$ cat src/common/xpc_pkg.sv
// Shared constants and types for the crosspoint configuration host controller
package xpc_pkg;

  // Matrix shape
  localparam int NUM_OUTPUTS = 16;
  localparam int ADDR_W      = 4;
  localparam int SEL_W       = 5;
  localparam int ENTRY_W     = 6;
  localparam logic [ENTRY_W-1:0] ENTRY_RESET = 6'h00;

  // Clock and pin timing, least times rounded up to whole cycles
  localparam int CLK_PERIOD_NS = 25;
  localparam int T_SETUP_NS    = 50;
  localparam int T_PULSE_NS    = 50;
  localparam int T_HOLD_NS     = 50;
  localparam int T_UPDATE_NS   = 100;
  localparam int T_RESET_NS    = 1000;
  localparam int SETUP_CYC  = (T_SETUP_NS + CLK_PERIOD_NS - 1) / CLK_PERIOD_NS;
  localparam int PULSE_CYC  = (T_PULSE_NS + CLK_PERIOD_NS - 1) / CLK_PERIOD_NS;
  localparam int HOLD_CYC   = (T_HOLD_NS + CLK_PERIOD_NS - 1) / CLK_PERIOD_NS;
  localparam int UPDATE_CYC = (T_UPDATE_NS + CLK_PERIOD_NS - 1) / CLK_PERIOD_NS;
  localparam int RESET_CYC  = (T_RESET_NS + CLK_PERIOD_NS - 1) / CLK_PERIOD_NS;
  localparam int TMR_W = 8;
  localparam logic [TMR_W-1:0] SETUP_LOAD  = TMR_W'(SETUP_CYC);
  localparam logic [TMR_W-1:0] PULSE_LOAD  = TMR_W'(PULSE_CYC);
  localparam logic [TMR_W-1:0] HOLD_LOAD   = TMR_W'(HOLD_CYC);
  localparam logic [TMR_W-1:0] UPDATE_LOAD = TMR_W'(UPDATE_CYC);
  localparam logic [TMR_W-1:0] RESET_LOAD  = TMR_W'(RESET_CYC);

  // Register offsets
  localparam logic [3:0] REG_CTRL   = 4'h0;
  localparam logic [3:0] REG_TABLE  = 4'h4;
  localparam logic [3:0] REG_STATUS = 4'h8;
  localparam logic [3:0] REG_UPDATE = 4'hC;

  // Field positions
  localparam int CTRL_INIT_BIT   = 0;
  localparam int CTRL_RESET_BIT  = 1;
  localparam int CTRL_AUTO_BIT   = 2;
  localparam int TBL_ADDR_LSB    = 8;
  localparam int TBL_SEND_BIT    = 16;
  localparam int STAT_BUSY_BIT   = 0;
  localparam int STAT_INIT_BIT   = 1;
  localparam int STAT_STAGED_BIT = 2;

  typedef enum logic [2:0] {
    ST_IDLE   = 3'b000,
    ST_SETUP  = 3'b001,
    ST_STROBE = 3'b010,
    ST_HOLD   = 3'b011,
    ST_UPDATE = 3'b100,
    ST_RESET  = 3'b101
  } xpc_state_type;

endpackage

$ cat src/hdl/xpc_step_timer.sv
// Phase timer: counts a loaded number of cycles and flags the last one
`timescale 1ns/1ps
`default_nettype none
module xpc_step_timer
  import xpc_pkg::*;
#(
  parameter logic [TMR_W-1:0] INIT_LOAD = 8'h01
) (
  input  wire logic             clk,
  input  wire logic             reset_n,
  input  wire logic             start,
  input  wire logic [TMR_W-1:0] load,
  output logic                  last
);

  logic [TMR_W-1:0] cnt_q;
  logic [TMR_W-1:0] cnt_d;

  assign cnt_d = start ? load : ((cnt_q != '0) ? cnt_q - 1'b1 : cnt_q);
  assign last  = (cnt_q == 8'h01);

  always_ff @(posedge clk or negedge reset_n) begin
    if (!reset_n) begin
      cnt_q <= INIT_LOAD;
    end else begin
      cnt_q <= cnt_d;
    end
  end

endmodule
`default_nettype wire

$ cat src/hdl/xpc_host.sv
// Host controller that programs the crosspoint matrix over its parallel pins
`timescale 1ns/1ps
`default_nettype none
// Overview of operation
// - Program every output once before partial changes
// - Keep update high until staging is valid
// - Select parallel and hold update high
// - Shift clock high, write strobe starts high
// - Four-bit output address selects staged entry
// - First programming stages all, then updates
module xpc_host
  import xpc_pkg::*;
(
  input  wire logic              clk,
  input  wire logic              reset_n,
  input  wire logic [3:0]        reg_addr,
  input  wire logic [31:0]       reg_wdata,
  input  wire logic              reg_wr,
  input  wire logic              reg_rd,
  output logic      [31:0]       reg_rdata,
  output logic      [ADDR_W-1:0] dev_output_address,
  output logic      [SEL_W-1:0]  dev_input_select,
  output logic                   dev_output_enable,
  output logic                   dev_write_strobe_n,
  output logic                   dev_update_n,
  output logic                   dev_serial_parallel_select,
  output logic                   dev_shift_clk_n,
  output logic                   dev_reset_n
);

  xpc_state_type     state_q;
  xpc_state_type     state_d;
  logic [ADDR_W-1:0] idx_q;
  logic [ADDR_W-1:0] idx_d;
  logic [ADDR_W-1:0] sel_q;
  logic              init_mode_q;
  logic              init_done_q;
  logic              auto_q;
  logic              staged_q;
  logic [31:0]       rdata_q;
  logic [ADDR_W-1:0] addr_q;
  logic [ENTRY_W-1:0] data_q;
  logic              wr_n_q;
  logic              upd_n_q;
  logic              rst_n_q;
  logic [ENTRY_W-1:0] tbl_q [NUM_OUTPUTS];
  logic [TMR_W-1:0]  load_d;
  logic              tmr_last;

  // Register decode
  wire busy     = (state_q != ST_IDLE);
  wire wr_ctrl  = reg_wr && (reg_addr == REG_CTRL);
  wire wr_table = reg_wr && (reg_addr == REG_TABLE);
  wire wr_upd   = reg_wr && (reg_addr == REG_UPDATE);
  wire [ADDR_W-1:0] tbl_waddr = reg_wdata[TBL_ADDR_LSB +: ADDR_W];
  wire req_init  = wr_ctrl && reg_wdata[CTRL_INIT_BIT] && !busy;
  wire req_reset = wr_ctrl && reg_wdata[CTRL_RESET_BIT] && !busy;
  // Partial writes and updates are dropped until the whole staging is defined
  wire req_send  = wr_table && reg_wdata[TBL_SEND_BIT] && !busy && init_done_q;
  wire req_upd   = wr_upd && !busy && init_done_q;
  wire last_idx  = (idx_q == ADDR_W'(NUM_OUTPUTS - 1));
  wire step_done = (state_q == ST_HOLD) && tmr_last;
  // A send writes the table in the same cycle, so its entry comes from the bus
  wire [ENTRY_W-1:0] next_entry = req_send ? reg_wdata[ENTRY_W-1:0] : tbl_q[idx_d];
  // Device reset wins over a start of the initial pass in the same write
  wire init_start = req_init && !req_reset;

  wire [31:0] ctrl_rd   = {29'h0000_0000, auto_q, 2'b00};
  wire [31:0] table_rd  = {20'h0_0000, sel_q, 2'b00, tbl_q[sel_q]};
  wire [31:0] status_rd = {29'h0000_0000, staged_q, init_done_q, busy};
  wire [31:0] rd_mux    = (reg_addr == REG_CTRL)   ? ctrl_rd   :
                          (reg_addr == REG_TABLE)  ? table_rd  :
                          (reg_addr == REG_STATUS) ? status_rd : 32'h0000_0000;

  // Sequencer
  always_comb begin
    state_d = state_q;
    idx_d   = idx_q;
    unique case (state_q)
      ST_IDLE: begin
        if (req_reset) begin
          state_d = ST_RESET;
        end else if (req_init) begin
          state_d = ST_SETUP;
          idx_d   = '0;
        end else if (req_send) begin
          state_d = ST_SETUP;
          idx_d   = tbl_waddr;
        end else if (req_upd) begin
          state_d = ST_UPDATE;
        end
      end
      ST_SETUP:  if (tmr_last) state_d = ST_STROBE;
      ST_STROBE: if (tmr_last) state_d = ST_HOLD;
      ST_HOLD: begin
        if (tmr_last) begin
          if (init_mode_q && !last_idx) begin
            state_d = ST_SETUP;
            idx_d   = idx_q + 1'b1;
          end else if (init_mode_q || auto_q) begin
            state_d = ST_UPDATE;
          end else begin
            state_d = ST_IDLE;
          end
        end
      end
      ST_UPDATE: if (tmr_last) state_d = ST_IDLE;
      ST_RESET:  if (tmr_last) state_d = ST_IDLE;
      default:   state_d = ST_IDLE;
    endcase
  end

  always_comb begin
    unique case (state_d)
      ST_SETUP:  load_d = SETUP_LOAD;
      ST_STROBE: load_d = PULSE_LOAD;
      ST_HOLD:   load_d = HOLD_LOAD;
      ST_UPDATE: load_d = UPDATE_LOAD;
      ST_RESET:  load_d = RESET_LOAD;
      default:   load_d = '0;
    endcase
  end

  xpc_step_timer #(
    .INIT_LOAD (RESET_LOAD)
  ) u_timer (
    .clk     (clk),
    .reset_n (reset_n),
    .start   ((state_d != state_q) || (state_q == ST_HOLD && state_d == ST_SETUP)),
    .load    (load_d),
    .last    (tmr_last)
  );

  // Host-side copy of the staging table, one entry per output
  genvar g;
  generate
    for (g = 0; g < NUM_OUTPUTS; g++) begin : g_tbl
      always_ff @(posedge clk or negedge reset_n) begin
        if (!reset_n) begin
          tbl_q[g] <= ENTRY_RESET;
        end else if (wr_table && tbl_waddr == ADDR_W'(g)) begin
          tbl_q[g] <= reg_wdata[ENTRY_W-1:0];
        end
      end
    end
  endgenerate

  always_ff @(posedge clk or negedge reset_n) begin
    if (!reset_n) begin
      state_q     <= ST_RESET;
      idx_q       <= '0;
      sel_q       <= '0;
      init_mode_q <= 1'b0;
      init_done_q <= 1'b0;
      auto_q      <= 1'b0;
      staged_q    <= 1'b0;
      rdata_q     <= 32'h0000_0000;
    end else begin
      state_q <= state_d;
      idx_q   <= idx_d;
      rdata_q <= reg_rd ? rd_mux : 32'h0000_0000;
      if (wr_table) sel_q <= tbl_waddr;
      if (wr_ctrl) auto_q <= reg_wdata[CTRL_AUTO_BIT];
      if (init_start) init_mode_q <= 1'b1;
      else if (step_done && last_idx) init_mode_q <= 1'b0;
      if (init_mode_q && step_done && last_idx) init_done_q <= 1'b1;
      // A new staged entry wins over the update that clears the flag
      if (step_done) staged_q <= 1'b1;
      else if (state_q == ST_UPDATE && tmr_last) staged_q <= 1'b0;
    end
  end

  // Pin drivers straight from flops; parallel select and shift clock are tied high
  always_ff @(posedge clk or negedge reset_n) begin
    if (!reset_n) begin
      addr_q  <= '0;
      data_q  <= ENTRY_RESET;
      wr_n_q  <= 1'b1;
      upd_n_q <= 1'b1;
      rst_n_q <= 1'b0;
    end else begin
      if (state_d == ST_SETUP) begin
        addr_q <= idx_d;
        data_q <= next_entry;
      end
      wr_n_q  <= (state_d != ST_STROBE);
      upd_n_q <= (state_d != ST_UPDATE);
      rst_n_q <= (state_d != ST_RESET);
    end
  end

  assign reg_rdata                  = rdata_q;
  assign dev_output_address         = addr_q;
  assign dev_input_select           = data_q[SEL_W-1:0];
  assign dev_output_enable          = data_q[ENTRY_W-1];
  assign dev_write_strobe_n         = wr_n_q;
  assign dev_update_n               = upd_n_q;
  assign dev_serial_parallel_select = 1'b1;
  assign dev_shift_clk_n            = 1'b1;
  assign dev_reset_n                = rst_n_q;

  // Checks
  logic [4:0] init_strobes_q;
  always_ff @(posedge clk or negedge reset_n) begin
    if (!reset_n) begin
      init_strobes_q <= '0;
    end else if (req_init) begin
      init_strobes_q <= '0;
    end else if (init_mode_q && state_q == ST_SETUP && state_d == ST_STROBE) begin
      init_strobes_q <= init_strobes_q + 1'b1;
    end
  end

  chk_update_needs_init: assert property (@(posedge clk) disable iff (!reset_n)
    !dev_update_n |-> init_done_q)
    else $error("update driven low before full programming");
  chk_select_parallel: assert property (@(posedge clk) disable iff (!reset_n)
    !dev_write_strobe_n |-> dev_update_n && dev_serial_parallel_select)
    else $error("strobe without parallel select and update high");
  chk_shift_clock_high: assert property (@(posedge clk) disable iff (!reset_n)
    dev_shift_clk_n)
    else $error("shift clock left low");
  chk_strobe_pulse_width: assert property (@(posedge clk) disable iff (!reset_n)
    $fell(dev_write_strobe_n) |-> $past(dev_write_strobe_n, 2) ##0
      !dev_write_strobe_n [*2] ##1 dev_write_strobe_n)
    else $error("write strobe not high before or wrong width");
  chk_address_stable: assert property (@(posedge clk) disable iff (!reset_n)
    !dev_write_strobe_n |-> $stable(dev_output_address) && $stable(dev_input_select)
      && $stable(dev_output_enable))
    else $error("address or data moved during strobe");
  chk_init_all_staged: assert property (@(posedge clk) disable iff (!reset_n)
    $rose(init_done_q) |-> init_strobes_q == 5'h10 && $past(dev_update_n))
    else $error("initial pass did not stage all outputs");
  chk_partial_refused: assert property (@(posedge clk) disable iff (!reset_n)
    (wr_table && reg_wdata[TBL_SEND_BIT] && !init_done_q && !busy) |=> state_q == ST_IDLE)
    else $error("partial write accepted before full programming");
  chk_init_then_update: assert property (@(posedge clk) disable iff (!reset_n)
    $rose(init_done_q) |-> ##[1:2] !dev_update_n)
    else $error("update did not follow initial pass");

  cov_init_done: cover property (@(posedge clk) disable iff (!reset_n) $rose(init_done_q));
  cov_single_send: cover property (@(posedge clk) disable iff (!reset_n) req_send);
  cov_device_reset: cover property (@(posedge clk) disable iff (!reset_n)
    init_done_q && $fell(dev_reset_n));

endmodule
`default_nettype wire

$ cat config.mk
export PLATFORM = sky130hd
export DESIGN_NAME = xpc_host
export DESIGN_NICKNAME = d
export VERILOG_FILES = /design/src/common/xpc_pkg.sv /design/src/hdl/xpc_step_timer.sv /design/src/hdl/xpc_host.sv
export SDC_FILE = /design/constraint.sdc
export NUM_CORES = 1
export LEC_CHECK = 0
export BUFFER_PORTS_ARGS = -buffer_cell sky130_fd_sc_hd__buf_2
export CORE_ASPECT_RATIO = 0.5
export CORE_MARGIN = 1
export CORE_UTILIZATION = 60
export CTS_BUF_LIST = sky130_fd_sc_hd__clkbuf_4 sky130_fd_sc_hd__clkbuf_8
export DETAILED_ROUTE_END_ITERATION = 6
export PLACE_DENSITY = 0.92
export SETUP_SLACK_MARGIN = 0.5
export SYNTH_ARGS = -nofsm -noshare
export SYNTH_HDL_FRONTEND = slang
export SYNTH_SLANG_ARGS = --single-unit
$ cat constraint.sdc
create_clock -name clk -period 7 [get_ports clk]
set_input_delay 0.7 -clock clk [delete_from_list [all_inputs] [get_ports clk]]
set_output_delay 0.7 -clock clk [all_outputs]
set_load 0.005 [all_outputs]
* Word-level counts from Yosys, hierarchy flattened
Cells that the tools add are included.
Operators by class: add/sub/neg operators 2, reduce and logical (&&, ||, !) cells 51, shifts and indexed selects 0, divide/modulo/power cells 0, equality and inequality tests 34, multiply operators 0, $lt $le $gt $ge 2, bitwise logic cells 2, muxes and demuxes 35
Operators by type and width (count):
- $bmux 6 s4 | 2
- $eq 4x4->1 const B | 11
- $logic_and 1x1->1 | 36
- $mux 12 | 3
- $mux 3 | 11
- $mux 6 | 5
- $eq 4x3->1 const B | 5
- $mux 4 | 5
- $pmux 6 s3 | 1
- $mux 8 | 2
- $pmux 3 s5 | 1
- $eq 3x2->1 const B | 4
- $eq 3x3->1 const B | 4
- $ge 5x5->1 const B | 2
- $not 4->5 | 2
- $eq 4x2->1 const B | 2
- $eq 8x1->1 const B | 1
- $logic_not 4->1 | 2
- $pmux 4 s2 | 1
- $reduce_bool 8->1 | 1
- $sub 8x1->8 const B | 1
- $eq 3x1->1 const B | 2
- $ne 3x3->1 const B | 2
- $reduce_bool 2->1 | 3
- 11 further kinds | 17
Storage, ports and cells: memory bits (writable) 0, register bits 144, bits in read-only memories 0, word-level logic and storage cells 156, latch bits 0, input bits 40, memories 0, output and inout bits 47

* Depth between registers and ports, before layout
word-level depth 14, gate-level depth with buffers 13, mapped depth without buffers 11

* Cells and area by module
A second synthesis with hierarchy kept.
Second synthesis, totals: cells, all modules 694, area, all modules 7941.4 µm²
By module, submodules not included:
- xpc_host | seq. area each 3358.2 µm², cells each 638, instances 1, area an instance 7387.1 µm²
- xpc_step_timer | seq. area each 202.7 µm², cells each 56, instances 1, area an instance 554.3 µm²

* Worst setup path after synthesis
Ideal clock, no wire load.
kind input -> register, start in reg_addr[1], end reg data_q[2], library setup time 124 ps, path slack 3843 ps, arrival time 3033 ps, stages 10, data required time 6876 ps, path buffers 2, path through or3b_1 -> clkbuf_1 -> or4_1 -> a21oi_1 -> a21oi_2 -> buf_1 -> mux2_1 -> a222oi_1 -> and4b_1 -> a21oi_2
Between the ends: cells in the longest elaborated chain, start to end 14, elaborated cells between the ends (all ways) 30, classes of those cells eq/ne: 3; mux: 13; bitwise: 1; reduce/logical: 13
Ends and longest elaborated chain:
- start: declaration | line xpc_host.sv:16 | input wire logic [3:0] reg_addr,
- $eq 4x3->1 | line xpc_host.sv:53 | wire wr_table = reg_wr && (reg_addr == REG_TABLE);
- $logic_and 1x1->1 | line xpc_host.sv:53
- $logic_and 1x1->1 (3 in series) | line xpc_host.sv:59 | wire req_send = wr_table && reg_wdata[TBL_SEND_BIT] && !busy && init_done_q;
- $mux 4 | line xpc_host.sv:86 | end else if (req_send) begin
- $mux 4 | line xpc_host.sv:83 | end else if (req_init) begin
- $mux 4 | line xpc_host.sv:81 | if (req_reset) begin
- $pmux 4 s2 | line xpc_host.sv:79 | unique case (state_q)
- $not 4->5 (not written as such) | line xpc_host.sv:64 | wire [ENTRY_W-1:0] next_entry = req_send ? reg_wdata[ENTRY_W-1:0] : tbl_q[idx_d];
- $bmux 6 s4 | line xpc_host.sv:64
- $mux 6 (not written as such) (2 in series) | line xpc_host.sv:64
- $mux 6 | line xpc_host.sv:64
- end signal: assignment | line xpc_host.sv:184 | data_q <= next_entry;
- end: declaration | line xpc_host.sv:42 | logic [ENTRY_W-1:0] data_q;
Several ways; a longest one is shown, not always the timed one. The select of a mux whose other input is x is not followed. A chain may end at the register's enable or synchronous reset.

* Final worst setup path
start reg u_timer.cnt_q[1], end reg data_q[5]
Between the ends: cells in the longest elaborated chain, start to end 8, elaborated cells between the ends (all ways) 14, classes of those cells eq/ne: 2; mux: 11; bitwise: 1
Ends and longest elaborated chain:
- start: declaration | line xpc_step_timer.sv:16 | logic [TMR_W-1:0] cnt_q;
- start signal: assignment | line xpc_step_timer.sv:26 | cnt_q <= cnt_d;
- $eq 8x1->1 | line xpc_step_timer.sv:20 | assign last = (cnt_q == 8'h01);
- $mux 4 | line xpc_host.sv:96 | if (tmr_last) begin
- $pmux 4 s2 | line xpc_host.sv:79
- net idx_d[2] | line xpc_host.sv:34 | logic [ADDR_W-1:0] idx_d;
- $not 4->5 (not written as such) | line xpc_host.sv:64
- $bmux 6 s4 | line xpc_host.sv:64
- $mux 6 (not written as such) (2 in series) | line xpc_host.sv:64
- $mux 6 | line xpc_host.sv:64
The timed path passes the listed nets, and every way through them passes these cells. The select of a mux whose other input is x is not followed.

==> flow_metrics.tcl <==
set metrics [dict create \
    status "completed" \
    fillers 762 \
    synthAdderAreaFrac_pct 0.6454 \
    post_cts_resized 0 \
    viasPerCell 6.808 \
    crit_path_max_fanout 6 \
    numPortBuffers 41 \
    hp-class "in2async" \
    cp_num_buf_inv 2 \
    num_vias 5671 \
    clock-root-buffer "clkbuf_8" \
    synth_top_family_by_area "multiplexers" \
    grt_overflow 0 \
    crit_path_top_delay_cell "a211oi_1" \
    nNetsFinal 699 \
    drc_errors 0 \
    route.met3.wl_um 2201 \
    synth-main-ff-cell "dfrtp_1" \
    layout_commonest_cell "dfrtp_1" \
    instances_no_fill 833 \
    cts_buffer_depth 2 \
    worstPathRequired_ns 7.40 \
    insertion_delay_ns 0.46 \
    peakVddDrop_uv 264.3 \
    cp_cell_sequence "inv_1, ha_1, or3b_2, nor4_4, a211o_1, and3_1, inv_2, a211oi_1, a222oi_1, and4b_1, a21oi_2" \
    ctsHoldBuffers 0 \
    wl_met1_um 7699 \
    critPathTopFamily "simple AND/OR/NAND/NOR gates" \
    p_per_area_nw_per_um2 304.1 \
    synth_area_leader_cell "dfrtp_1" \
    cts_inserted_buffers 17 \
    place_inst 801 \
    end_kind "flip-flop" \
    register_area_um2 3561 \
    synth_cell_types 65 \
    fin_crit_ns 3.904 \
    synthMuxAreaShare_pct 30.36 \
    rrSetupSlack_ns 3.10 \
    synth_xor_xnor_area_share_pct 0.7906 \
    io-pin-count 87 \
    path_clk_slew_ns 0.09 \
    gp_congestion 0.8912 \
    start_util_pct 63.61 \
    drt_iter0_markers 773 \
    drt_pre_antenna_iters 5 \
    gr-usage-all-layers_pct 31.12 \
    yosys.area_share.simple_pct 10.16 \
    syn-cell-area_um2 7755 \
    routedWlPerCell_um 23.73 \
    synth_compound_area_share_pct 7.486 \
    fin_util_pct 68.95 \
    grt_pass1_vias 5545 \
    fin_setup_tns_ns 0 \
    rsz0062_at_grt "false" \
    areaGrowthSynthToFinish_pct 8.390 \
    path_class "reg2reg" \
    yosys.area.top_type_share_pct 43.89 \
    wl_um 19760 \
    cap_violations 0 \
    grt_pass1_wl_um 30330 \
    yosys_warnings 0 \
    die_area_um2 13410 \
    min_period_over_period_pct 55.78 \
    tightest_slew_ns 1.180 \
    finalHoldViolCount 0 \
    placeableCoreArea_um2 12190 \
    die_x_um 162.8 \
    netlist_instances 623 \
    cts_tree "yes" \
    seq_area_frac_synth_pct 45.92 \
    whs_ns 0.1956 \
    syn-mean-instance-area_um2 12.45 \
    crit_arrival_ns 4.30 \
    fmax_mhz 256.1 \
    num_rows 28 \
    cts.repair_timing.setup_buffer_count 0 \
    crit_path_start_kind "flip-flop" \
    clock-skew-final_ns 0.01737 \
    relSlewSlack_pct 20.87 \
    antenna_found_initial 0 \
    dp_hpwl_um 12810 \
    p_leak_nw 3.948 \
    max_stage_delay_ns 0.97 \
    highest_layer "met4" \
    synth-seq-cells 142 \
    setup_slack_ns 3.096 \
    synth.area.top_cells "dfrtp_1 (44%), mux2_2 (19%), mux4_2 (8.7%), buf_4 (2.6%), mux2i_1 (2.2%)" \
    pre_cts_slack_ns 3.096 \
    cts_sinks 142 \
    layout_common_cells "dfrtp_1 (136), mux2_2 (128), nand2_1 (44)" \
    finalSetupViolations 0 \
    maxSlewViolCount 0 \
    grt_max_degree 88 \
    async_flop_share_pct 100.0 \
    synth_edf_count 0 \
    multi_input_area_um2 3938 \
    wl_met2_um 9003 \
    n_antenna_cell 0 \
    die_h_um 82.39 \
    drive_gt1_share_pct 39.37 \
    cts_max_level 4 \
    ant_nets 0 \
]
## path summary, 6_finish.rpt
check | start | to | depth (start not counted)
max | u_timer.cnt_q[1] | data_q[5] | 11
min | reset_n | u_timer.cnt_q[0] | 1
max reg2reg | u_timer.cnt_q[1] | data_q[5] | 11
min reg2reg | dev_output_address[0] | dev_output_address[0] | 1
max in group asynchronous | reset_n | reg_rdata[2] | 2
min in group clk | dev_output_address[0] | dev_output_address[0] | 1
## worst register-to-register path, delay by kind of cell, from the launching register on
kind / cells / cell delay [ns]
simple gates: 4 / 1.56
compound gates: 4 / 1.48
flops: 1 / 0.39
fa+ha+maj: 1 / 0.18
buf+inv: 2 / 0.23
## where the power goes
part | switching [mW] | internal, mW | total (mW)
combinational | 0.488 | 0.345 | 0.834
sequential | 0.101 | 0.928 | 1.03
clock | 0.322 | 0.371 | 0.693
## area by class of cell
type	instances	area share, %
multi-input combinational	438	46.84
sequential	142	42.36
clock buffer	21	3.215
timing repair buffer	46	2.962
tap	165	2.456
clock inverter	11	1.682
inverter	10	0.4763
## logic make-up after synthesis
logic type,after synthesis
AOI/OAI and AO/OA,77
xor gates and xnor gates,7
adders and majority gates,4
buffers and inverters,65
DFF,142
muxes,181
other,2
and+or+nand+nor,145
## through the flow
step	area, um2	total power, mW
finish	8406	2.556
global route	8406	2.670
CTS	8406	2.527
detailed placement	7994	1.834
global placement	7994	1.803
floorplan	7838	1.611
## cells in the mapped netlist (11+ instances only)
| cell type | n |
|---|---|
| dfrtp_1 | 136 |
| mux2i_1 | 17 |
| mux4_2 | 30 |
| nor2_1 | 32 |
| nand2_1 | 44 |
| mux2_2 | 128 |
| a21oi_1 | 12 |
| nand3_1 | 11 |
| buf_4 | 27 |
| clkbuf_1 | 20 |
| o22ai_1 | 12 |
## per-layer routing
metal | vias to the layer above | GRT usage (%)
li1 | 2335 | -
met1 | 2839 | 39.13
met2 | 407 | 47.28
met3 | 90 | 11.44
met4 | 0 | 17.66
met5 | - | 0
## sequential cells by signal, indices dropped and copies added, names as in the netlist
name / count
tbl_q: 96
reg_rdata: 10
u_timer.cnt_q: 8
data_q: 6
dev_output_address: 4
idx_q: 4
sel_q: 4
state_q: 3
auto_q: 1
dev_reset_n: 1
dev_update_n: 1
dev_write_strobe_n: 1
init_done_q: 1
init_mode_q: 1
staged_q: 1
Power figures use the tool's default switching activity.
